==> src/msr_regs.vh <==
// Purpose: offsets, field positions and reset values of the monitor status registers
// Assumes: 8-bit registers on the management bus address space
// Notes:   definitions only
`ifndef MSR_REGS_VH
`define MSR_REGS_VH

// ----------------------------------------------------------------
// register offsets
// ----------------------------------------------------------------
`define MSR_ADDR_ANALOG_STATUS 8'h21
`define MSR_ADDR_FAN_STATUS    8'h22
`define MSR_ADDR_MISC_STATUS   8'h23

// ----------------------------------------------------------------
// misc_event_status bit positions
// ----------------------------------------------------------------
`define MSR_BIT_INT_TEMP   0
`define MSR_BIT_BATTERY    1
`define MSR_BIT_ANALOG8    2
`define MSR_BIT_THERMAL    3
`define MSR_BIT_AUTO_FAN   4
`define MSR_BIT_UNUSED     5
`define MSR_BIT_INTRUSION  6
`define MSR_BIT_GPIN16     7

// ----------------------------------------------------------------
// reset values
// ----------------------------------------------------------------
`define MSR_RESET_VALUE    8'h00

`endif

==> src/msr_status_regs.v <==
// Purpose: three status registers of a system hardware monitor
// Assumes: compare results and event pulses come from logic on the same clock
// Notes:   general pin and intrusion inputs are pins and are synchronised;
//          event bits 3, 4 and 6 clear when the register is read;
//          bit 7 reads the written value, before polarity, while the pin is an output;
//          limit bits are refreshed by each conversion, not sticky
//
// Functional notes
// - analog input bits show out-of-limit result of last conversion per channel
// - fan bits show only above-high-limit result of last conversion, no low check
// - bit 0 shows internal temperature out-of-limit from previous conversion
// - bit 0 also set once when thermal alarm engages on internal temperature
// - bit 0 also set once when thermal alarm disengages on internal temperature
// - bits 1 and 2 show battery and ninth analog input out-of-limit
// - bit 3 set once when thermal alarm engages on any channel
// - bit 3 set once when thermal alarm disengages on any channel
// - bit 4 set once when automatic fan control switches fan on
// - bit 4 set once when fan switches off in automatic fan control
// - bit 5 always reads zero
// - bit 6 latches chassis intrusion until cleared by a read
// - bit 7 reads 1 while general pin asserted, when pin is input
// - writing 1 to bit 7 asserts pin when configured as output
// - asserted level of the general pin follows its polarity setting
// - all three registers clear to 0x00 at reset, except misc bit 7, which reads 1 while the pin is an active-low input
// - bit 7 rejects writes unless the pin is configured as output
`timescale 1ns/1ps
`include "msr_regs.vh"
`default_nettype none

module msr_status_regs
#(
    parameter ANALOG_CHANNELS = 8,
    parameter FAN_CHANNELS    = 8
)
(
    // clock and reset
    input  wire                       clock,
    input  wire                       rst_b,
    // register access port
    input  wire [7:0]                 regAddr,
    input  wire                       regWrite,
    input  wire                       regRead,
    input  wire [7:0]                 regWrData,
    output reg  [7:0]                 regRdData,
    // per-channel compare results, valid with their done strobes
    input  wire [ANALOG_CHANNELS-1:0] analogDone,
    input  wire [ANALOG_CHANNELS-1:0] analogHigh,
    input  wire [ANALOG_CHANNELS-1:0] analogLow,
    input  wire [FAN_CHANNELS-1:0]    fanDone,
    input  wire [FAN_CHANNELS-1:0]    fanHigh,
    input  wire                       intTempDone,
    input  wire                       intTempOut,
    input  wire                       batteryDone,
    input  wire                       batteryOut,
    input  wire                       analogEightDone,
    input  wire                       analogEightOut,
    // one-cycle event pulses and the automatic fan mode level
    input  wire                       intThermalEngage,
    input  wire                       intThermalRelease,
    input  wire                       thermalEngage,
    input  wire                       thermalRelease,
    input  wire                       autoFanOn,
    input  wire                       autoFanOff,
    input  wire                       autoFanMode,
    // pins and pin configuration
    input  wire                       intrusionPin,
    input  wire                       pinSixteenIn,
    input  wire                       pinSixteenIsOutput,
    input  wire                       pinSixteenActiveHigh,
    output reg                        pinSixteenOut,
    output reg                        pinSixteenOe
);

    // ----------------------------------------------------------------
    // pin synchronisers
    // ----------------------------------------------------------------
    // the first stage may go metastable, so only the second stage is read
    // by any logic; this costs two cycles of latency on both pins
    reg [1:0] intrSync_q;
    reg [1:0] pinSync_q;

    always @(posedge clock or negedge rst_b)
    begin
        if (!rst_b)
        begin
            intrSync_q <= 2'h0;
            pinSync_q  <= 2'h0;
        end
        else
        begin
            intrSync_q <= {intrSync_q[0], intrusionPin};
            pinSync_q  <= {pinSync_q[0], pinSixteenIn};
        end
    end

    // ----------------------------------------------------------------
    // register state
    // ----------------------------------------------------------------
    // limit bits follow each done strobe and are not sticky
    reg [ANALOG_CHANNELS-1:0] analogStat_q;
    reg [FAN_CHANNELS-1:0]    fanStat_q;
    reg                       intTemp_q;
    reg                       battery_q;
    reg                       analogEight_q;
    reg                       thermal_q;
    reg                       autoFan_q;
    reg                       intrusion_q;
    reg                       pinDrive_q;

    // ----------------------------------------------------------------
    // address decode
    // ----------------------------------------------------------------
    // shared by the misc write strobe and the clear-on-read strobe; the read data mux decodes regAddr in its own case
    function addrHit;
        input [7:0] addr;
        input [7:0] target;
        begin
            addrHit = (addr == target);
        end
    endfunction

    wire readMisc  = regRead && addrHit(regAddr, `MSR_ADDR_MISC_STATUS);
    wire writeMisc = regWrite && addrHit(regAddr, `MSR_ADDR_MISC_STATUS);

    // asserted level of the pin, after polarity
    wire pinAsserted = pinSixteenActiveHigh ? pinSync_q[1] : ~pinSync_q[1];

    // ----------------------------------------------------------------
    // per-channel limit bits
    // ----------------------------------------------------------------
    // one flop per channel, so a strobe on one channel leaves the others alone
    genvar gi;
    generate
        for (gi = 0; gi < ANALOG_CHANNELS; gi = gi + 1)
        begin : gAnalog
            always @(posedge clock or negedge rst_b)
            begin
                if (!rst_b)
                    analogStat_q[gi] <= 1'b0;
                else if (analogDone[gi])
                    analogStat_q[gi] <= analogHigh[gi] | analogLow[gi];
            end
        end
        for (gi = 0; gi < FAN_CHANNELS; gi = gi + 1)
        begin : gFan
            always @(posedge clock or negedge rst_b)
            begin
                if (!rst_b)
                    fanStat_q[gi] <= 1'b0;
                else if (fanDone[gi])
                    fanStat_q[gi] <= fanHigh[gi];
            end
        end
    endgenerate

    // ----------------------------------------------------------------
    // misc register bits
    // ----------------------------------------------------------------
    // event bits are sticky until the register is read; an event in the
    // reading cycle wins so it is never lost
    reg                       intTemp_d;
    reg                       battery_d;
    reg                       analogEight_d;
    reg                       thermal_d;
    reg                       autoFan_d;
    reg                       intrusion_d;
    reg                       pinDrive_d;

    always @*
    begin
        intTemp_d     = intTemp_q;
        battery_d     = battery_q;
        analogEight_d = analogEight_q;
        thermal_d     = thermal_q;
        autoFan_d     = autoFan_q;
        intrusion_d   = intrusion_q;
        pinDrive_d    = pinDrive_q;
        // alarm events override a conversion result landing in the same cycle
        if (intThermalEngage || intThermalRelease)
            intTemp_d = 1'b1;
        else if (intTempDone)
            intTemp_d = intTempOut;
        if (batteryDone)
            battery_d = batteryOut;
        if (analogEightDone)
            analogEight_d = analogEightOut;
        if (thermalEngage || thermalRelease)
            thermal_d = 1'b1;
        else if (readMisc)
            thermal_d = 1'b0;
        // fan switching outside automatic mode is not reported
        if (autoFanMode && (autoFanOn || autoFanOff))
            autoFan_d = 1'b1;
        else if (readMisc)
            autoFan_d = 1'b0;
        // a read cannot clear the flag while the synchronised pin is still high
        if (intrSync_q[1])
            intrusion_d = 1'b1;
        else if (readMisc)
            intrusion_d = 1'b0;
        if (writeMisc && pinSixteenIsOutput)
            pinDrive_d = regWrData[`MSR_BIT_GPIN16];
    end

    // ----------------------------------------------------------------
    // misc register flops
    // ----------------------------------------------------------------
    always @(posedge clock or negedge rst_b)
    begin
        if (!rst_b)
        begin
            intTemp_q     <= 1'b0;
            battery_q     <= 1'b0;
            analogEight_q <= 1'b0;
            thermal_q     <= 1'b0;
            autoFan_q     <= 1'b0;
            intrusion_q   <= 1'b0;
            pinDrive_q    <= 1'b0;
        end
        else
        begin
            intTemp_q     <= intTemp_d;
            battery_q     <= battery_d;
            analogEight_q <= analogEight_d;
            thermal_q     <= thermal_d;
            autoFan_q     <= autoFan_d;
            intrusion_q   <= intrusion_d;
            pinDrive_q    <= pinDrive_d;
        end
    end

    // ----------------------------------------------------------------
    // pin drive
    // ----------------------------------------------------------------
    // polarity is applied on the way out, so the stored bit always means asserted
    wire pinSixteenOut_d = pinSixteenActiveHigh ? pinDrive_q : ~pinDrive_q;

    always @(posedge clock or negedge rst_b)
    begin
        if (!rst_b)
        begin
            pinSixteenOut <= 1'b0;
            pinSixteenOe  <= 1'b0;
        end
        else
        begin
            pinSixteenOe  <= pinSixteenIsOutput;
            pinSixteenOut <= pinSixteenOut_d;
        end
    end

    // ----------------------------------------------------------------
    // read data
    // ----------------------------------------------------------------
    reg [7:0] miscView;

    always @*
    begin
        miscView = `MSR_RESET_VALUE;
        miscView[`MSR_BIT_INT_TEMP]  = intTemp_q;
        miscView[`MSR_BIT_BATTERY]   = battery_q;
        miscView[`MSR_BIT_ANALOG8]   = analogEight_q;
        miscView[`MSR_BIT_THERMAL]   = thermal_q;
        miscView[`MSR_BIT_AUTO_FAN]  = autoFan_q;
        miscView[`MSR_BIT_UNUSED]    = 1'b0;
        miscView[`MSR_BIT_INTRUSION] = intrusion_q;
        miscView[`MSR_BIT_GPIN16]    = pinSixteenIsOutput ? pinDrive_q : pinAsserted;
    end

    reg [7:0] regRdData_d;

    // unmapped addresses read zero; data stands until the next read
    // sticky bits clear on the same edge that captures them, so none is lost
    always @*
    begin
        regRdData_d = regRdData;
        if (regRead)
        begin
            case (regAddr)
                `MSR_ADDR_ANALOG_STATUS: regRdData_d = analogStat_q[7:0];
                `MSR_ADDR_FAN_STATUS:    regRdData_d = fanStat_q[7:0];
                `MSR_ADDR_MISC_STATUS:   regRdData_d = miscView;
                default:                 regRdData_d = 8'h00;
            endcase
        end
    end

    // ----------------------------------------------------------------
    // read register
    // ----------------------------------------------------------------
    always @(posedge clock or negedge rst_b)
    begin
        if (!rst_b)
            regRdData <= `MSR_RESET_VALUE;
        else
            regRdData <= regRdData_d;
    end

endmodule // msr_status_regs

`default_nettype wire

==> config.mk <==
export PLATFORM = sky130hd
export DESIGN_NAME = msr_status_regs
export DESIGN_NICKNAME = d
export VERILOG_FILES = /design/src/msr_status_regs.v
export VERILOG_INCLUDE_DIRS = /design/src
export SDC_FILE = /design/constraint.sdc
export NUM_CORES = 1
export LEC_CHECK = 0
export ABC_AREA = 1
export BUFFER_PORTS_ARGS = -buffer_cell sky130_fd_sc_hd__buf_2
export CAP_MARGIN = 15
export CORE_MARGIN = 2
export CORE_UTILIZATION = 44
export DETAILED_ROUTE_END_ITERATION = 10
export GPL_TIMING_DRIVEN = 0
export PLACE_DENSITY = 0.83
export SLEW_MARGIN = 40
export SYNTH_ARGS = -nofsm -noshare
export SYNTH_HDL_FRONTEND = slang
export SYNTH_SLANG_ARGS = --single-unit
==> constraint.sdc <==
create_clock -name clock -period 1.1 [get_ports clock]
set_input_delay 0.22 -clock clock [delete_from_list [all_inputs] [get_ports clock]]
set_output_delay 0.22 -clock clock [all_outputs]
set_load 0.1 [all_outputs]
---- Word level (Yosys, flattened, before mapping) ----
Cells that the tools add are included.
Widths: inputs -> output; s select.
operators by class
  equality and inequality tests ........... 3
  multiplexer cells ....................... 10
  bitwise logic cells ..................... 10
  reduce and logical (&&, ||, !) cells .... 11
operators by type and width
  cell                number
  $eq 8x6->1 const B  3
  $pmux 8 s3          1
  $mux 1              9
  $or 1x1->1          8
  $reduce_bool 2->1   4
  $logic_and 1x1->1   4
  $logic_or 1x1->1    3
  $not 1->1           2
word-level totals
  register bits after elaboration ......... 37
  input bits .............................. 77
  output and inout bits ................... 10
  word-level logic and storage cells ...... 62

---- Depth between registers and ports, before layout ----
Gate-level depths: netlist of run 1.
  depth after elaboration ................. 4
  depth in mapped cells ................... 9
  depth with buffers taken out ............ 8

---- Worst setup path before layout of run 1 ----
No wires, ideal clock.
  path type ............................... reg2reg
  from .................................... register, netlist name regRdData[0]
  to ...................................... register regRdData[0]
  setup time .............................. 0.068 ns
  arrival ................................. 1.088 ns
  required time ........................... 1.032 ns
  path slack .............................. -0.056 ns
  stages on the path, launching flop included .. 3
  buffers on the path ..................... 0
  clock period less this slack ............ 1.156 ns
  path through ............................ dfrtp_1 -> nand2_1 -> nand2_1
RTL lines
  element               line                   RTL
  end signal, assigned  msr_status_regs.v:294  regRdData <= `MSR_RESET_VALUE;
  end signal, assigned  msr_status_regs.v:296  regRdData <= regRdData_d;
  end, declared         msr_status_regs.v:44   output reg [7:0] regRdData,

---- Worst setup path in the final report of run 1 ----
  from .................................... register regRdData[6]
  to ...................................... output regRdData[6]
No word-level cell between the ends.

==> results of run 1 <==
## cells in the final DEF, fill, tap and decap left out
cell           instances
a21oi_1                8
buf_12                 4
buf_2                 67
buf_4                  2
buf_6                  5
buf_8                  3
bufinv_16              1
clkbuf_1               1
clkbuf_4               5
clkbuf_8               1
dfrtp_1               27
dfrtp_2               10
dlygate4sd3_1          3
inv_1                 15
inv_2                  2
mux2_2                10
nand2_1               43
nand2_2                1
nand3_1               25
nor2_1                21
nor2_2                 2
nor2_4                 1
nor3_1                 1
o211ai_1               1
o21ai_0                4
o21bai_1               1
xnor2_1                1
## power by group through the flow
stage	registers [mW]	logic, mW	clock network [mW]
floorplan	1.54	0.115	0
global placement	1.51	0.328	0
detailed placement	1.51	0.339	0
CTS	1.48	0.355	0.988
global route	1.49	0.402	1.06
finish	1.48	0.361	0.970
## cells in the mapped netlist (2+ instances only)
cell type | number | area (um^2)
dfrtp_1 | 37 | 925.9
o21ai_0 | 4 | 20.02
mux2_2 | 10 | 112.6
nor2_1 | 23 | 86.33
buf_6 | 2 | 22.52
inv_1 | 15 | 56.30
nand3_1 | 25 | 125.1
nand2_1 | 43 | 161.4
inv_2 | 2 | 7.510
a21oi_1 | 8 | 40.04
## timing repair
action | 4_1_cts | 5_1_grt
buffers inserted | 0 | 1
endpoints found under the hold margin | 39 | 37
hold buffers | 2 | 1
endpoints found under the setup margin | 10 | 13
gates cloned | 0 | 0
resized for setup | 22 | 11
## worst max path at each step
stage / from / endpoint / slack, ps / cells past startpoint
floorplan: regAddr[5] / pinDrive_q$_DFFE_PN0P_ / 130 / 7
global placement: regAddr[2] / regRdData[0]$_DFFE_PN0P_ / -180 / 8
detailed placement: regAddr[3] / regRdData[0]$_DFFE_PN0P_ / -230 / 8
CTS: regRdData[4]$_DFFE_PN0P_ / regRdData[4] / -80 / 1
global route: regRdData[4]$_DFFE_PN0P_ / regRdData[4] / -120 / 1
finish: regRdData[6]$_DFFE_PN0P_ / regRdData[6] / -80 / 1
## cell families after synthesis
family,Yosys count,synth area share
mux,10,0.07020
xor+xnor,1,0.005461
flops,37,0.5772
compound gates,14,0.04681
simple gates,94,0.2465
buf+inv,19,0.05382
## metal layers
metal | up-vias | track usage | part of all wire
li1 | 741 | - | -
met1 | 684 | 0.2257 | 0.43
met2 | 43 | 0.3047 | 0.50
met3 | 6 | 0.05634 | 0.054
met4 | 0 | 0.07181 | 0.017
met5 | - | 0 | 0
## registers in the layout (all words and copies together) (netlist names), 2 cells and up
name          cells
regRdData         8
fanStat_q         8
pinSync_q         2
analogStat_q      8
intrSync_q        2
## final cells by class
type / instances / area share
clock buffer: 7 / 0.02390
sequential: 37 / 0.4074
clock inverter: 1 / 0.01304
tap: 46 / 0.02499
inverter: 17 / 0.02770
buffer: 2 / 0.009777
timing repair buffer: 82 / 0.2341
multi-input combinational: 119 / 0.2591
==> metrics, run 1 <==
ys async rst share 1.000; Synth-to-Final Area Change 43.60%; Arr. time, crit path 960 ps; worst setup margin -75.55 ps; Seq pwr share 0.527; Routed Antenna Nets 0; I/O pin count 87; status finished with violations; CP endpoint kind output port; sw frac 0.2329; fin cells 311; sw power 0.6552 mW; sequential area share after synthesis 0.5772; Routed WL 3.554 mm; total gr overflow 0; Final period util 1.069; area of the multi-input gates 596.8 um^2; GRT Overall Usage 0.1843; unrepaired setup endpoints after global routing yes; number of global-route vias before repair 1384; CP delay by family, top flip-flops; clk root buf clkbuf_4; Reg-to-Reg End regRdData[7]$_DFFE_PN0P_; Leakage 1.195 nW; VDD IR-drop max 804.6 uV; hold depth 1; Worst Hold Class input pin to flop; RR Startpoint pinSync_q[1]$_DFF_PN0_; Worst-Skew Late Latency 340 ps; Hold Worst Slack 17.08 ps; Clock transition at path regs 110 ps; EDFF count, synth 0; initial drt markers 50; Num CTS Buffers 5; Fin. Hold Viols 0; max-cap violation count 0; Core Region 0.003416 mm^2; I/O Buffers 78; DP HPWL 2.697 mm; ys flop type dfrtp_1; Final Cell Area 0.002303 mm^2; slew margin rel. 0.7043; Reg area 938.4 um^2; H-tree lvl count 2; dpl cells 299; R2R setup slack 130 ps; synthesized instance count 175; Die Span Y 64.38 um; initial antenna violation count 0; Internal 2.158 mW; R2R depth 8; Syn Nets 252; max-slew violation count 0; fmax 850.7 MHz; final setup TNS -639.1 ps; clock skew 8.287 ps; NumNets Final 341; total power 2.813 mW; WHS Endpoint pinSixteenOe$_DFF_PN0_; ANT cells 0; drt drc 0; Seq cells post-synth 37; CP Buf/Inv Count 1; total number of vias 1474; Critical Path Max Stage Delay 440 ps; CTS tree done; Unique masters post-synth 16; TritonCTS Sinks 37; first-pass GRT wire length 5.802 mm; average size of a mapped cell 9.166 um^2; Clock Tree Buf Depth 2; Die X 64.38 um; Post-DP Area 0.002064 mm^2; die area 0.004145 mm^2; failing checks negative setup slack; row count 21; placer congestion estimate 0.7766; dpl ws -232.0 ps; largest net degree at the start of global routing 38; required time worst endpoint 880 ps; hold wc startpoint pinSixteenIsOutput; initial core utilization 0.4696; Setup-failing EPs final 10; PD cells 1221 mW/mm^2; Clk pwr share 0.345; Comb power frac 0.128; Synth warnings 0; WS Path Type flop to output port; Core Util, Final 0.6744; Routed WL per cell 11.43 um; Mapped Area 0.001604 mm^2; CP max-delay cell dfrtp_2; Final Critical Period 1176 ps; critical-path maximum fanout 2; FILL cells 291; TritonRoute pass-1 iters 4; via/cell ratio 4.740; layout cells sized above 1 0.4302; Worst Tran Pin Value 443.5 ps; CP Launch Type flop; worst path cell trace buf_12
Power figures use the tool's default switching activity.
==> run 2, diff against run 1 <==
--- a/config.mk
+++ b/config.mk
@@ -10,4 +10,5 @@
 export BUFFER_PORTS_ARGS = -buffer_cell sky130_fd_sc_hd__buf_2
 export CAP_MARGIN = 15
+export CORE_ASPECT_RATIO = 0.75
 export CORE_MARGIN = 2
 export CORE_UTILIZATION = 44
==> constraint.sdc (replaced) <==
create_clock -name clock -period 1.1 [get_ports clock]
set_input_delay 0.22 -clock clock [delete_from_list [all_inputs] [get_ports clock]]
set_output_delay 0.22 -clock clock [all_outputs]
set_load 0.01 [all_outputs]
==> metrics, run 2 (synthesis results as in run 1) <==
layout cells sized above 1 0.4038 (was 0.4302); Clock Tree Buf Depth 2 (unchanged); worst setup margin 68.63 ps (was -75.55 ps); I/O Buffers 78 (unchanged); unrepaired setup endpoints after global routing no (was yes); DP HPWL 2.748 mm (was 2.697 mm); Final Critical Period 1031 ps (was 1176 ps); fmax 969.6 MHz (was 850.7 MHz); die area 0.004150 mm^2 (was 0.004145 mm^2); TritonCTS Sinks 37 (unchanged); Seq pwr share 0.530 (was 0.527); GRT Overall Usage 0.1908 (was 0.1843); R2R depth 8 (unchanged); Worst Hold Class input pin to flop (unchanged); Arr. time, crit path 810 ps (was 960 ps); Fin. Hold Viols 0 (unchanged); Clk pwr share 0.363 (was 0.345); clock skew 4.339 ps (was 8.287 ps); ANT cells 0 (unchanged); dpl cells 293 (was 299); Reg-to-Reg End regRdData[7]$_DFFE_PN0P_ (unchanged); WS Path Type flop to output port (unchanged); Critical Path End regRdData[3] (was regRdData[6]); number of global-route vias before repair 1391 (was 1384); max-cap violation count 0 (unchanged); Core Util, Final 0.6470 (was 0.6744); CP Launch Type flop (unchanged); H-tree lvl count 2 (unchanged); largest net degree at the start of global routing 38 (unchanged); placer congestion estimate 0.8113 (was 0.7766); total gr overflow 0 (unchanged); Setup-failing EPs final 0 (was 10); critical-path maximum fanout 2 (unchanged); slew margin rel. 0.7024 (was 0.7043); Leakage 1.202 nW (was 1.195 nW); via/cell ratio 4.679 (was 4.740); NumNets Final 341 (unchanged); fin cells 305 (was 311); CP endpoint kind output port (unchanged); VDD IR-drop max 841.1 uV (was 804.6 uV); FILL cells 283 (was 291); Die Span Y 56.29 um (was 64.38 um); CP delay by family, top flip-flops (unchanged); Clock transition at path regs 70 ps (was 110 ps); Internal 2.165 mW (was 2.158 mW); total number of vias 1427 (was 1474); initial core utilization 0.4748 (was 0.4696); number of stages on the worst setup path 1 (unchanged); I/O pin count 87 (unchanged); Post-DP Area 0.002044 mm^2 (was 0.002064 mm^2); Comb power frac 0.106 (was 0.128); Worst Tran Pin Value 446.4 ps (was 443.5 ps); required time worst endpoint 880 ps (about the same); Worst-Skew Late Latency 290 ps (was 340 ps); total power 2.793 mW (was 2.813 mW); worst path cell trace buf_2 (was buf_12); Die X 73.72 um (was 64.38 um); dpl ws -205.8 ps (was -232.0 ps); most frequent cells in the layout buf_2, nand2_1, dfrtp_1 (unchanged); CP Buf/Inv Count 1 (unchanged); initial antenna violation count 0 (unchanged); row count 18 (was 21); Final period util 0.9376 (was 1.069); Hold Worst Slack 33.83 ps (was 17.08 ps); Routed Antenna Nets 0 (unchanged); crit path from regRdData[3]$_DFFE_PN0P_ (was regRdData[6]$_DFFE_PN0P_); Routed WL per cell 11.67 um (was 11.43 um); sw frac 0.2249 (was 0.2329); CTS tree done (unchanged); Core Region 0.003378 mm^2 (was 0.003416 mm^2); first-pass GRT wire length 5.975 mm (was 5.802 mm); CP max-delay cell dfrtp_1 (was dfrtp_2); clk root buf clkbuf_8 (was clkbuf_4); drt drc 0 (unchanged); final setup TNS 0 ps (was -639.1 ps); biggest regs analogStat_q: 8 flops, fanStat_q: 8 flops, regRdData: 8 flops (unchanged); TritonRoute pass-1 iters 4 (unchanged); RR Startpoint pinSync_q[1]$_DFF_PN0_ (unchanged); R2R setup slack 160 ps (was 130 ps); max-slew violation count 0 (unchanged); Num CTS Buffers 5 (unchanged); status finished, final reports clean (was finished with violations); PD cells 1278 mW/mm^2 (was 1221 mW/mm^2); Critical Path Max Stage Delay 390 ps (was 440 ps); Synth-to-Final Area Change 36.27% (was 43.60%); Routed WL 3.558 mm (was 3.554 mm); Final Cell Area 0.002186 mm^2 (was 0.002303 mm^2); sw power 0.6280 mW (was 0.6552 mW); initial drt markers 77 (was 50); commonest non-fill, non-tap cell in the layout buf_2 (unchanged)
[run 2: cell count changes in the layout (fill, tap and decap cells not counted), moves of 3 or more]
cell      previous run  this run
buf_2               67        77
buf_12               4         0
dfrtp_2             10         0
clkbuf_4             5         0
buf_8                3         0
buf_6                5         2
dfrtp_1             27        37
clkbuf_8             1         7
[run 2: repair_timing]
item / 4_1_cts / 5_1_grt
buffers inserted: 0 / 3
setup endpoints to repair: 0 / 9
hold buffers: 0 / 1
gates resized for setup: 0 / 2
endpoints found under the hold margin: 0 / 37
[run 2: worst min path at each step]
stage | from | end | slack (ps) | cells past startpoint
after floorplan | rst_b | analogEight_q$_DFFE_PN0P_ | -80 | 0
after global placement | pinSixteenIn | pinSync_q[0]$_DFF_PN0_ | 330 | 1
after detailed placement | pinSixteenIn | pinSync_q[0]$_DFF_PN0_ | 330 | 1
after CTS | pinSixteenIn | pinSync_q[0]$_DFF_PN0_ | 30 | 1
after global routing | pinSixteenIn | pinSync_q[0]$_DFF_PN0_ | 20 | 1
final | pinSixteenIn | pinSync_q[0]$_DFF_PN0_ | 30 | 1
[run 2: routing by layer]
layer | track usage | routed length, um
met1 | 0.2701 | 1617
met2 | 0.2717 | 1616
met3 | 0.05386 | 255
met4 | 0.08312 | 69
met5 | 0 | 0
[run 2: power by group through the flow]
stage                     clock [mW]  combinational [mW]  sequential (mW)
after floorplan                    0               0.115             1.49
after global placement             0               0.285             1.51
after detailed placement           0               0.294             1.51
after CTS                       1.04               0.296             1.48
after global routing            1.10               0.341             1.49
final                           1.01               0.297             1.48
[run 2: final cells by class]
type | instances | area [um^2] | share of cell area
well taps | 40 | 50.05 | 0.02290
plain buffers | 2 | 22.52 | 0.01030
multi-input cells | 119 | 596.8 | 0.2730
clock buffers | 7 | 96.34 | 0.04408
flip-flops and latches | 37 | 925.9 | 0.4236
inverters | 17 | 63.81 | 0.02919
repair buffers | 82 | 425.4 | 0.1946
clock inverters | 1 | 5.005 | 0.002290
==> run 3, diff against run 2 <==
Settings changed: REMOVE_ABC_BUFFERS set to 1.
==> metrics, run 3 (synthesis results as in run 1) <==
Die X 73.72 um (unchanged); Clock Tree Buf Depth 2 (unchanged); Synth-to-Final Area Change 34.09% (was 36.27%); drt drc 0 (unchanged); placer congestion estimate 0.7331 (was 0.8113); Hold Worst Slack 44.37 ps (was 33.83 ps); PD cells 1260 mW/mm^2 (was 1278 mW/mm^2); Seq pwr share 0.545 (was 0.530); Routed WL per cell 12.14 um (was 11.67 um); layout cells sized above 1 0.3969 (was 0.4038); ANT cells 0 (unchanged); I/O pin count 87 (unchanged); Routed WL 3.667 mm (was 3.558 mm); CP Launch Type flop (unchanged); initial drt markers 37 (was 77); Core Region 0.003378 mm^2 (unchanged); fmax 969.1 MHz (was 969.6 MHz); clk root buf clkbuf_8 (unchanged); commonest non-fill, non-tap cell in the layout buf_2 (unchanged); dpl cells 292 (was 293); FILL cells 294 (was 283); slew margin rel. 0.6970 (was 0.7024); first-pass GRT wire length 6.051 mm (was 5.975 mm); Routed Antenna Nets 0 (unchanged); max-slew violation count 0 (unchanged); Critical Path Max Stage Delay 390 ps (about the same); number of global-route vias before repair 1419 (was 1391); via/cell ratio 4.815 (was 4.679); worst path cell trace buf_2 (unchanged); total number of vias 1454 (was 1427); Worst Hold Class input pin to flop (unchanged); TritonRoute pass-1 iters 4 (unchanged); CP max-delay cell dfrtp_1 (unchanged); critical-path maximum fanout 2 (unchanged); Fin. Hold Viols 0 (unchanged); Setup-failing EPs final 0 (unchanged); largest net degree at the start of global routing 38 (unchanged); initial antenna violation count 0 (unchanged); Clock transition at path regs 70 ps (about the same); Die Span Y 56.29 um (unchanged); NumNets Final 339 (was 341); H-tree lvl count 2 (unchanged); total gr overflow 0 (unchanged); CP delay by family, top flip-flops (unchanged); Clk pwr share 0.345 (was 0.363); max-cap violation count 0 (unchanged); status finished, final reports clean (unchanged); CTS tree done (unchanged); DP HPWL 2.685 mm (was 2.748 mm); total power 2.710 mW (was 2.793 mW); fin cells 302 (was 305); biggest regs analogStat_q: 8 flops, fanStat_q: 8 flops, regRdData: 8 flops (unchanged); Internal 2.092 mW (was 2.165 mW); TritonCTS Sinks 37 (unchanged); die area 0.004150 mm^2 (unchanged); WS Path Type flop to output port (unchanged); clock skew 3.112 ps (was 4.339 ps); Final period util 0.9381 (was 0.9376); Worst-Skew Late Latency 280 ps (was 290 ps); I/O Buffers 79 (was 78); CP Buf/Inv Count 1 (unchanged); Arr. time, crit path 810 ps (about the same); most frequent cells in the layout buf_2, nand2_1, dfrtp_1 (unchanged); Leakage 1.178 nW (was 1.202 nW); Comb power frac 0.110 (was 0.106); CP endpoint kind output port (unchanged); Num CTS Buffers 5 (unchanged); row count 18 (unchanged); GRT Overall Usage 0.1950 (was 0.1908); unrepaired setup endpoints after global routing no (unchanged); initial core utilization 0.4748 (unchanged); sw power 0.6186 mW (was 0.6280 mW); required time worst endpoint 880 ps (about the same); Worst Tran Pin Value 454.5 ps (was 446.4 ps); sw frac 0.2283 (was 0.2249); Final Critical Period 1032 ps (was 1031 ps); VDD IR-drop max 716.8 uV (was 841.1 uV)
run 3: through the flow:
step | setup WS (ps) | setup TNS (ps) | util | instance area (um^2)
2_1_floorplan | 130.4 | 0 | - | 1582
3_3_place_gp | -261.4 | -2612 | 0.6000 | 2027
3_5_place_dp | -293.3 | -2816 | 0.6000 | 2027
4_1_cts | 4.978 | 0 | 0.6256 | 2113
5_1_grt | 10.51 | 0 | 0.6367 | 2151
6_report | 68.06 | 0 | 0.6367 | 2151
run 3: metal layers:
layer | track usage | share of wire
met1 | 0.2436 | 0.43
met3 | 0.07002 | 0.070
met4 | 0.04675 | 0.0046
met2 | 0.3214 | 0.49
met5 | 0 | 0
run 3: path summary, 6_finish.rpt:
path | depth (start not counted) | start | end | slack, ps
hold / removal | 1 | pinSixteenIn | pinSync_q[0]$_DFF_PN0_ | 40
hold reg to reg | 0 | pinSync_q[0]$_DFF_PN0_ | pinSync_q[1]$_DFF_PN0_ | 350
setup / recovery | 1 | regRdData[4]$_DFFE_PN0P_ | regRdData[4] | 70
min in group asynchronous | 2 | rst_b | fanStat_q[5]$_DFFE_PN0P_ | 450
setup reg to reg | 8 | pinSync_q[1]$_DFF_PN0_ | regRdData[7]$_DFFE_PN0P_ | 150
max in group asynchronous | 2 | rst_b | fanStat_q[4]$_DFFE_PN0P_ | 330
run 3: cell type report:
type / instances / area, um^2 / share of cell area
Multi-Input combinational cell: 119 / 601.8 / 0.2798
Inverter: 17 / 63.81 / 0.02967
Timing Repair Buffer: 82 / 422.9 / 0.1966
Sequential cell: 37 / 925.9 / 0.4305
Tap cell: 40 / 50.05 / 0.02327
Clock buffer: 7 / 86.33 / 0.04014
run 3: repair_timing:
action	in CTS	in global routing
hold buffers	0	1
resized for setup	0	3
buffers inserted	0	2
setup endpoints to repair	0	10
hold endpoints to repair	0	37
run 3: power by group through the flow:
stage,clock network (mW),registers [mW],logic (mW)
2_1_floorplan,0,1.49,0.106
3_3_place_gp,0,1.50,0.281
3_5_place_dp,0,1.50,0.294
6_report,0.935,1.48,0.298
4_1_cts,0.959,1.48,0.295
5_1_grt,1.03,1.49,0.343
run 3: worst reg2reg max path: stages, from the launching register on:
cell	delay [ps]
dfrtp_1	390
inv_1	60
nand2_1	40
nand3_1	70
nand2_1	60
nand2_1	60
nand3_1	60
nand2_1	60
nand2_1	50
